**config.mk**
```make
export PLATFORM = sky130hd
export DESIGN_NAME = tcg_timer_group
export DESIGN_NICKNAME = d
export VERILOG_FILES = /design/src/logic/tcg_pin_edge.v /design/src/logic/tcg_timer_group.v
export VERILOG_INCLUDE_DIRS = /design/src /design/src/include
export SDC_FILE = /design/constraint.sdc
export NUM_CORES = 1
export LEC_CHECK = 0
export ABC_CLOCK_PERIOD_IN_PS = 2600
export BUFFER_PORTS_ARGS = -buffer_cell sky130_fd_sc_hd__buf_4
export CAP_MARGIN = 20
export CORE_ASPECT_RATIO = 1.75
export CORE_MARGIN = 5
export CORE_UTILIZATION = 60
export CTS_BUF_LIST = sky130_fd_sc_hd__clkbuf_8
export DETAILED_ROUTE_END_ITERATION = 10
export PLACE_DENSITY = 0.83
export RECOVER_POWER = 100
export REMOVE_ABC_BUFFERS = 1
export SLEW_MARGIN = 20
export SYNTH_ARGS = -nofsm -noshare
export SYNTH_HDL_FRONTEND = slang
export SYNTH_SLANG_ARGS = --single-unit
```
**constraint.sdc**
```tcl
create_clock -name ref_clk -period 2.6 [get_ports ref_clk]
set_input_delay 0.13 -clock ref_clk [delete_from_list [all_inputs] [get_ports ref_clk]]
set_output_delay 0.13 -clock ref_clk [all_outputs]
set_load 0.02 [all_outputs]
```
**src/include/tcg_regs.vh**
```
`ifndef TCG_REGS_VH
`define TCG_REGS_VH
// ----------------------------------------
// register byte addresses
// ----------------------------------------
`define TCG_ADDR_C_BUF    12'h000
`define TCG_ADDR_FLAGS    12'h004
`define TCG_ADDR_MASK     12'h008
`define TCG_ADDR_B_CTRL   12'h00c
`define TCG_ADDR_B_BUFA   12'h010
`define TCG_ADDR_B_BUFB   12'h014
`define TCG_ADDR_A_CTRL   12'h018
`define TCG_ADDR_A_BUFH   12'h01c
`define TCG_ADDR_A_BUFL   12'h020
// ----------------------------------------
// field positions
// ----------------------------------------
`define TCG_FLAG_B        0
`define TCG_FLAG_C        2
`define TCG_FLAG_A        6
`define TCG_B_CAP_BIT     7
`define TCG_B_RUN_BIT     6
`define TCG_B_CKS_HI      5
`define TCG_B_CKS_LO      4
`define TCG_B_MODE_BIT    3
`define TCG_A_MODE_BIT    4
`define TCG_A_RUN_BIT     3
`define TCG_A_CKS_HI      2
`define TCG_A_CKS_LO      0
`define TCG_C_RUN_BIT     0
// ----------------------------------------
// reset values
// ----------------------------------------
`define TCG_RST_BYTE      8'h00
// ----------------------------------------
// divider exponents
// ----------------------------------------
`define TCG_DIV_B0        12
`define TCG_DIV_B1        10
`define TCG_DIV_B2        7
`define TCG_DIV_A0        23
`define TCG_DIV_A1        13
`define TCG_DIV_A2        8
`define TCG_DIV_A3        3
`define TCG_DIV_C         8
`endif

```
**src/logic/tcg_pin_edge.v**
```verilog
`default_nettype none
// ----------------------------------------
// synchronised rising edge of a pin
// ----------------------------------------
module tcg_pin_edge (
  input  wire ref_clk,   // core clock
  input  wire rst_n,     // sync reset, low
  input  wire pinIn,     // raw pin
  output reg  risePulse  // one-cycle edge pulse
);
  reg syncA_r;
  reg syncB_r;
  reg last_r;

  always @(posedge ref_clk) begin
    if (!rst_n) begin
      syncA_r   <= 1'b0;
      syncB_r   <= 1'b0;
      last_r    <= 1'b0;
      risePulse <= 1'b0;
    end else begin
      syncA_r   <= pinIn;
      syncB_r   <= syncA_r;
      last_r    <= syncB_r;
      risePulse <= syncB_r & ~last_r;
    end
  end
endmodule
`default_nettype wire

```
**src/logic/tcg_timer_group.v**
```verilog
// Implementation choices: register access over APB and the placing of the registers.
`include "tcg_regs.vh"
`default_nettype none
// Summary of operation
// - timer C has an 8-bit data buffer
// - timer C match sets flag bit 2
// - timer A match sets flag bit 6
// - timer B event sets flag bit 0
// - flag reads one while request pending
// - writes clear flags, never set them
// - flag read returns flags AND mask
// - writing one to bit 7 captures count
// - timer B run bit; stop clears count
// - timer B clock select, bits 5:4
// - timer B bit 3 selects capture mode
// - timer B has buffers A and B
// - reset keeps timer B buffers
// - timer A bit 4 selects window mode
// - timer A run bit; stop clears count
// - timer A clock select, bits 2:0
// - timer A high buffer byte register
// - timer A low buffer byte register
// - timer A control high bits show conversion
module tcg_timer_group #(
  parameter DIV_W = 24  // prescaler width
) (
  input  wire        ref_clk,     // 20 MHz core clock
  input  wire        rst_n,       // sync reset, low
  input  wire        psel,        // apb select
  input  wire        penable,     // apb enable
  input  wire        pwrite,      // apb direction
  input  wire [11:0] paddr,       // apb byte address
  input  wire [31:0] pwdata,      // apb write data
  output reg  [31:0] prdata,      // apb read data
  output reg         pready,      // apb ready
  output reg         pslverr,     // apb error
  input  wire        timerAPin,   // timer A external clock
  input  wire        timerBPin,   // timer B external clock / capture
  input  wire        timerCPin,   // timer C external clock
  input  wire [1:0]  convLowBits, // conversion result low bits
  output reg  [2:0]  irqFlags     // raw flags C, A, B
);
  // ----------------------------------------
  // registers
  // ----------------------------------------
  reg [7:0]       cBuf_r;
  reg [7:0]       flags_r;
  reg [7:0]       mask_r;
  reg [7:0]       bCtrl_r;
  reg [7:0]       bBufA_r;
  reg [7:0]       bBufB_r;
  reg [4:0]       aCtrl_r;
  reg [7:0]       aBufH_r;
  reg [7:0]       aBufL_r;
  reg             cRun_r;
  reg [7:0]       bCnt_r;
  reg [15:0]      aCnt_r;
  reg [7:0]       cCnt_r;
  reg [DIV_W-1:0] div_r;
  reg [DIV_W-1:0] divLast_r;

  wire aEdge;
  wire bEdge;
  wire cEdge;

  tcg_pin_edge uEdgeA (.ref_clk(ref_clk), .rst_n(rst_n), .pinIn(timerAPin), .risePulse(aEdge));
  tcg_pin_edge uEdgeB (.ref_clk(ref_clk), .rst_n(rst_n), .pinIn(timerBPin), .risePulse(bEdge));
  tcg_pin_edge uEdgeC (.ref_clk(ref_clk), .rst_n(rst_n), .pinIn(timerCPin), .risePulse(cEdge));

  // ----------------------------------------
  // prescaler: tap k pulses once per 2^(k+1) cycles
  // ----------------------------------------
  wire [DIV_W-1:0] divNxt = div_r + {{(DIV_W-1){1'b0}}, 1'b1};
  wire [DIV_W-1:0] tick   = divNxt & ~div_r;

  always @(posedge ref_clk) begin
    if (!rst_n) begin
      div_r     <= {DIV_W{1'b0}};
      divLast_r <= {DIV_W{1'b0}};
    end else begin
      div_r     <= divNxt;
      divLast_r <= tick;
    end
  end

  // ----------------------------------------
  // count enables
  // ----------------------------------------
  wire [1:0] bSel = bCtrl_r[`TCG_B_CKS_HI:`TCG_B_CKS_LO];
  wire [2:0] aSel = aCtrl_r[`TCG_A_CKS_HI:`TCG_A_CKS_LO];
  reg        bInc;
  reg        aInc;

  always @* begin
    case (bSel)
      2'h0:    bInc = divLast_r[`TCG_DIV_B0 - 1];
      2'h1:    bInc = divLast_r[`TCG_DIV_B1 - 1];
      2'h2:    bInc = divLast_r[`TCG_DIV_B2 - 1];
      default: bInc = bEdge;
    endcase
  end

  always @* begin
    case (aSel)
      3'h0:    aInc = divLast_r[`TCG_DIV_A0 - 1];
      3'h1:    aInc = divLast_r[`TCG_DIV_A1 - 1];
      3'h2:    aInc = divLast_r[`TCG_DIV_A2 - 1];
      3'h3:    aInc = divLast_r[`TCG_DIV_A3 - 1];
      3'h4:    aInc = 1'b1;
      3'h7:    aInc = aEdge;
      default: aInc = 1'b0;
    endcase
  end

  wire cInc = cEdge | divLast_r[`TCG_DIV_C - 1];

  // ----------------------------------------
  // apb decode
  // ----------------------------------------
  wire acc    = psel & penable;
  wire wrAcc  = acc & pwrite;
  wire known  = (paddr == `TCG_ADDR_C_BUF) | (paddr == `TCG_ADDR_FLAGS) |
                (paddr == `TCG_ADDR_MASK)  | (paddr == `TCG_ADDR_B_CTRL) |
                (paddr == `TCG_ADDR_B_BUFA) | (paddr == `TCG_ADDR_B_BUFB) |
                (paddr == `TCG_ADDR_A_CTRL) | (paddr == `TCG_ADDR_A_BUFH) |
                (paddr == `TCG_ADDR_A_BUFL);
  wire wrFlag = wrAcc & (paddr == `TCG_ADDR_FLAGS);
  wire wrBCtl = wrAcc & (paddr == `TCG_ADDR_B_CTRL);
  wire softCap = wrBCtl & pwdata[`TCG_B_CAP_BIT];

  // ----------------------------------------
  // timer B: count, match or capture
  // ----------------------------------------
  wire bRun    = bCtrl_r[`TCG_B_RUN_BIT];
  wire bCapMd  = bCtrl_r[`TCG_B_MODE_BIT];
  wire bMatch  = bRun & ~bCapMd & bInc & (bCnt_r == bBufA_r);
  wire bHwCap  = bRun & bCapMd & bEdge;
  wire bEvent  = bMatch | bHwCap;

  always @(posedge ref_clk) begin
    if (!rst_n || !bRun) begin
      bCnt_r <= 8'h00;
    end else if (bMatch) begin
      bCnt_r <= 8'h00;
    end else if (bInc && !(bCapMd && bSel == 2'h3)) begin
      bCnt_r <= bCnt_r + 8'h01;
    end
  end

  // buffers hold across reset: no reset branch
  always @(posedge ref_clk) begin
    if (wrAcc && paddr == `TCG_ADDR_B_BUFA) begin
      bBufA_r <= pwdata[7:0];
    end
    if (wrAcc && paddr == `TCG_ADDR_B_BUFB) begin
      bBufB_r <= pwdata[7:0];
    end else if (bHwCap || softCap) begin
      bBufB_r <= bCnt_r;
    end
  end

  // ----------------------------------------
  // timer A: count or window gate
  // ----------------------------------------
  wire aRun    = aCtrl_r[`TCG_A_RUN_BIT];
  wire aWinMd  = aCtrl_r[`TCG_A_MODE_BIT];
  wire aGate   = ~aWinMd | timerAPin;
  wire aMatch  = aRun & aInc & aGate & (aCnt_r == {aBufH_r, aBufL_r});

  always @(posedge ref_clk) begin
    if (!rst_n || !aRun) begin
      aCnt_r <= 16'h0000;
    end else if (aMatch) begin
      aCnt_r <= 16'h0000;
    end else if (aInc && aGate) begin
      aCnt_r <= aCnt_r + 16'h0001;
    end
  end

  // ----------------------------------------
  // timer C: count to buffer
  // ----------------------------------------
  wire cMatch = cRun_r & cInc & (cCnt_r == cBuf_r);

  always @(posedge ref_clk) begin
    if (!rst_n || !cRun_r) begin
      cCnt_r <= 8'h00;
    end else if (cMatch) begin
      cCnt_r <= 8'h00;
    end else if (cInc) begin
      cCnt_r <= cCnt_r + 8'h01;
    end
  end

  // ----------------------------------------
  // software registers and flags
  // ----------------------------------------
  wire [7:0] setMask = ({7'h00, bEvent} << `TCG_FLAG_B) |
                       ({7'h00, cMatch} << `TCG_FLAG_C) |
                       ({7'h00, aMatch} << `TCG_FLAG_A);
  wire [7:0] flagMask = (8'h01 << `TCG_FLAG_B) | (8'h01 << `TCG_FLAG_C) |
                        (8'h01 << `TCG_FLAG_A);
  reg  [7:0] flags_nxt;

  always @* begin
    flags_nxt = flags_r;
    if (wrFlag) begin
      flags_nxt = flags_r & pwdata[7:0];
    end
    flags_nxt = (flags_nxt | setMask) & flagMask;
  end

  always @(posedge ref_clk) begin
    if (!rst_n) begin
      cBuf_r   <= `TCG_RST_BYTE;
      flags_r  <= `TCG_RST_BYTE;
      mask_r   <= `TCG_RST_BYTE;
      bCtrl_r  <= `TCG_RST_BYTE;
      aCtrl_r  <= 5'h00;
      aBufH_r  <= `TCG_RST_BYTE;
      aBufL_r  <= `TCG_RST_BYTE;
      cRun_r   <= 1'b0;
      irqFlags <= 3'h0;
    end else begin
      flags_r  <= flags_nxt;
      irqFlags <= {flags_nxt[`TCG_FLAG_C], flags_nxt[`TCG_FLAG_A], flags_nxt[`TCG_FLAG_B]};
      if (wrAcc && paddr == `TCG_ADDR_C_BUF) begin
        cBuf_r <= pwdata[7:0];
        cRun_r <= pwdata[8 + `TCG_C_RUN_BIT];
      end
      if (wrAcc && paddr == `TCG_ADDR_MASK) begin
        mask_r <= pwdata[7:0];
      end
      if (wrBCtl) begin
        bCtrl_r <= {1'b0, pwdata[6:3], 3'h0};           // capture bit self-clears
      end
      if (wrAcc && paddr == `TCG_ADDR_A_CTRL) begin
        aCtrl_r <= pwdata[4:0];
      end
      if (wrAcc && paddr == `TCG_ADDR_A_BUFH) begin
        aBufH_r <= pwdata[7:0];
      end
      if (wrAcc && paddr == `TCG_ADDR_A_BUFL) begin
        aBufL_r <= pwdata[7:0];
      end
    end
  end

  // ----------------------------------------
  // read mux and answer, no wait state
  // ----------------------------------------
  reg [7:0] rdByte;

  always @* begin
    case (paddr)
      `TCG_ADDR_C_BUF:  rdByte = cBuf_r;
      `TCG_ADDR_FLAGS:  rdByte = flags_r & mask_r;
      `TCG_ADDR_MASK:   rdByte = mask_r;
      `TCG_ADDR_B_CTRL: rdByte = bCtrl_r;
      `TCG_ADDR_B_BUFA: rdByte = bBufA_r;
      `TCG_ADDR_B_BUFB: rdByte = bBufB_r;
      `TCG_ADDR_A_CTRL: rdByte = {convLowBits, 1'b0, aCtrl_r};
      `TCG_ADDR_A_BUFH: rdByte = aBufH_r;
      `TCG_ADDR_A_BUFL: rdByte = aBufL_r;
      default:          rdByte = 8'h00;
    endcase
  end

  always @(posedge ref_clk) begin
    if (!rst_n) begin
      prdata  <= 32'h00000000;
      pready  <= 1'b0;
      pslverr <= 1'b0;
    end else begin
      pready  <= psel & ~penable;
      pslverr <= psel & ~penable & ~known;
      prdata  <= (psel && !penable && !pwrite) ? {23'h000000, (paddr == `TCG_ADDR_C_BUF) & cRun_r,
                 rdByte} : 32'h00000000;
    end
  end
endmodule
`default_nettype wire

```
==> results.py <==
metrics = {
    "run_status": {
        "status": "finished, final reports clean",
    },
    "pwr": {
        "power.density_nw_per_um2": 544,
        "switching_share_pct": 26.0,
        "p_seq_share_pct": 55.0,
        "power_leakage_nw": 3.09,
        "internal_power_mw": 3.08,
        "switching_power_mw": 1.08,
        "peakVddDrop_mv": 0.645,
        "p_clk_share_pct": 39.6,
        "total_power_mw": 4.16,
        "combinationalPowerShare_pct": 5.3,
    },
    "drt": {
        "drt_wl_total_mm": 18.3,
        "drtPass1Iterations": 6,
        "wl_met2_mm": 9.58,
        "top_layer_used": "met4",
        "vias": 5599,
        "met1Wirelength_mm": 6.43,
        "viasPerCell": 6.05,
        "post_drt_wl_per_cell_um": 19.7,
        "drc": 0,
        "wl_met3_mm": 1.02,
        "first_iter_violations": 372,
        "ant_nets": 0,
    },
    "synthesis": {
        "synth-seq-cells": 146,
        "ys_seq_area_share_pct": 45.0,
        "avgSynthCellArea_um2": 9.59,
        "yosys.area.top_type_share_pct": 38.0,
        "synth-warning-count": 0,
        "yosysMostFrequentCell": "dfxtp_1",
        "synth_ff_type": "dfxtp_1",
        "synth-async-reset-ratio_pct": 0,
        "synth.distinct_cells": 64,
        "synth_common_cells": "130 x dfxtp_1, 99 x nor2_1, 52 x mux2i_1",
        "synth_edf_count": 16,
        "syn_inst": 714,
        "syn_area_um2": 6840,
        "synth_area_leader_cell": "dfxtp_1",
        "yosys-top-cells-area": "dfxtp_1 38%, mux2i_1 7.6%, edfxtp_1 7.0%, nor2_1 5.4%, xor2_1 5.2%",
    },
    "setup_path": {
        "path_class": "in2reg",
        "crit_chain": "dlygate4sd3_1 -> clkbuf_4 -> and3_1 -> or4b_1 -> nor4_1 -> nand2_1 -> nand3_1",
        "cp_data_required_time_ns": 2.71,
        "critPathMaxStageDelay_ns": 0.53,
        "critPathBufInv": 2,
        "cp_slowest_cell": "dlygate4sd3_1",
        "cp.arrival_ns": 2.41,
        "worstSetupStartpointType": "primary input",
        "path_max_fanout": 8,
        "r2r-start": "aCnt_r[7]",
        "reg2reg_slack_ns": 0.37,
        "crit_family": "simple AND/OR/NAND/NOR gates",
        "reg2regPathDepth": 5,
        "crit_path_end_kind": "register",
        "reg2reg_to": "aCnt_r[1]",
    },
    "grt": {
        "grt_pass1_wl_mm": 29.1,
        "grt_usage_pct": 26.8,
        "antenna_found_initial": 0,
        "grt_max_degree": 58,
        "grt-ovfl-total": 0,
        "grt_pass1_vias": 5714,
    },
    "layout": {
        "nFillCells": 893,
        "area_growth_pct": 11.8,
        "post-route-util_pct": 68.5,
        "top_register": "div_r",
        "top_regs": "div_r x23, aCnt_r x16, prdata x9",
        "drive_gt1_share_pct": 11.3,
        "nets": 845,
        "diodes": 0,
        "largest_reg_flops": 23,
    },
    "clocking": {
        "clock_sinks": 146,
        "post-cts-setup-buffers": 0,
        "h-tree-depth": 4,
        "numCtsBuffers": 17,
        "hold_buffers": 16,
        "cts_root_buf": "clkbuf_8",
        "insertion_delay_ns": 0.47,
        "cts.repair.resized": 0,
        "clk_pin_slew_ns": 0.10,
        "tritoncts": "yes",
        "clock_path_buffers": 2,
    },
    "flow_run": {
        "maxCapViolations": 0,
    },
    "place": {
        "place_congestion": 1.01,
        "io_buffers": 44,
        "dp_hpwl_mm": 13.3,
        "post-place-ws_ns": 0.119,
    },
    "timing": {
        "rsz0062_at_grt": "no",
        "min_period_ns": 2.30,
        "setup_tns_ns": 0,
        "fin_crit_sh_pct": 88.4,
        "hold_violations": 0,
        "tightest_slew_ns": 1.20,
        "slew_viol_final": 0,
        "clock-skew-final_ns": 0.0178,
        "fmax_ghz": 0.435,
        "holdWs_ns": 0.0505,
        "final-setup-viol-count": 0,
        "fin_ws_ns": 0.302,
        "slew_headroom_pct": 20.1,
    },
    "hold_path": {
        "holdPathEnd": "prdata[8]",
        "hp-start": "pwrite",
        "holdPathStages": 3,
        "min_path_type": "in2reg",
    },
    "floorplan": {
        "io_pins": 91,
        "die_y_um": 151,
        "fp.dieW_um": 90.7,
        "die-area_um2": 13700,
        "start_util_pct": 61.3,
        "coreArea_um2": 11200,
        "rows": 51,
    },
}
-- power by group through the flow --
stage	clock network (mW)	logic, mW	registers, mW
after floorplan	0	0.0888	2.34
after global placement	0	0.205	2.34
after global routing	1.76	0.234	2.29
final	1.65	0.222	2.29
after CTS	1.66	0.227	2.29
after detailed placement	0	0.208	2.34
-- worst max-delay path by stage --
stage	cells after the start	endpoint	slack, ns	from
final	7	bBufB_r[0]	0.30	penable
after global routing	7	bBufB_r[1]	0.22	penable
after CTS	5	aCnt_r[1]	0.12	aCnt_r[7]
after detailed placement	5	aCnt_r[1]	0.12	aCnt_r[7]
after global placement	6	bBufB_r[7]	0.26	paddr[7]
after floorplan	5	bBufB_r[0]	0.38	paddr[7]
-- per-layer routing --
layer	global-route usage [%]	vias up
li1	-	2607
met1	27.3	2665
met2	48.1	237
met3	6.01	90
met4	18.8	0
met5	0	-
-- final cells by class --
class | instances | area (µm²) | share of cell area, %
Sequential cell | 146 | 3080 | 40.3
Clock inverter | 13 | 103 | 1.34
Timing Repair Buffer | 77 | 507 | 6.62
Clock buffer | 19 | 262 | 3.42
Inverter | 16 | 60.1 | 0.785
Multi-Input combinational cell | 522 | 3470 | 45.4
Tap cell | 132 | 165 | 2.16
-- cell usage in the layout, fill, tap and decap left out, types with 17 or more instances in the layout --
cell | synthesis | layout
clkbuf_8 | 0 | 19
xnor2_1 | 21 | 21
xor2_1 | 41 | 41
a21oi_1 | 22 | 22
clkbuf_1 | 25 | 29
mux2i_1 | 52 | 52
inv_1 | 16 | 17
dfxtp_1 | 130 | 130
nor2_1 | 99 | 99
nand2_1 | 31 | 31
conb_1 | 1 | 23
o21ai_0 | 19 | 19
buf_4 | 24 | 28
nand4_1 | 17 | 17
nand3_1 | 29 | 29
-- cells by family after synthesis --
family	share of synthesized area, %
compound gates	6.44
xor+xnor	7.93
fa+ha+maj	2.01
buf+inv	5.16
flops	45.0
mux	10.6
other cells	0.0548
simple gates	22.8
-- worst reg2reg max path: stages, from the launching register on --
cell,delay (ns)
dfxtp_1,0.48
xor2_1,0.12
nor4_1,0.47
nand4_1,0.24
o311ai_4,0.65
nor2_1,0.13
-- metrics by stage --
stage	instances	area (µm²)
6_report	925	7650
5_1_grt	925	7650
4_1_cts	925	7780
3_5_place_dp	877	7260
3_3_place_gp	877	7260
2_1_floorplan	684	6630
Power figures use the tool's default switching activity.
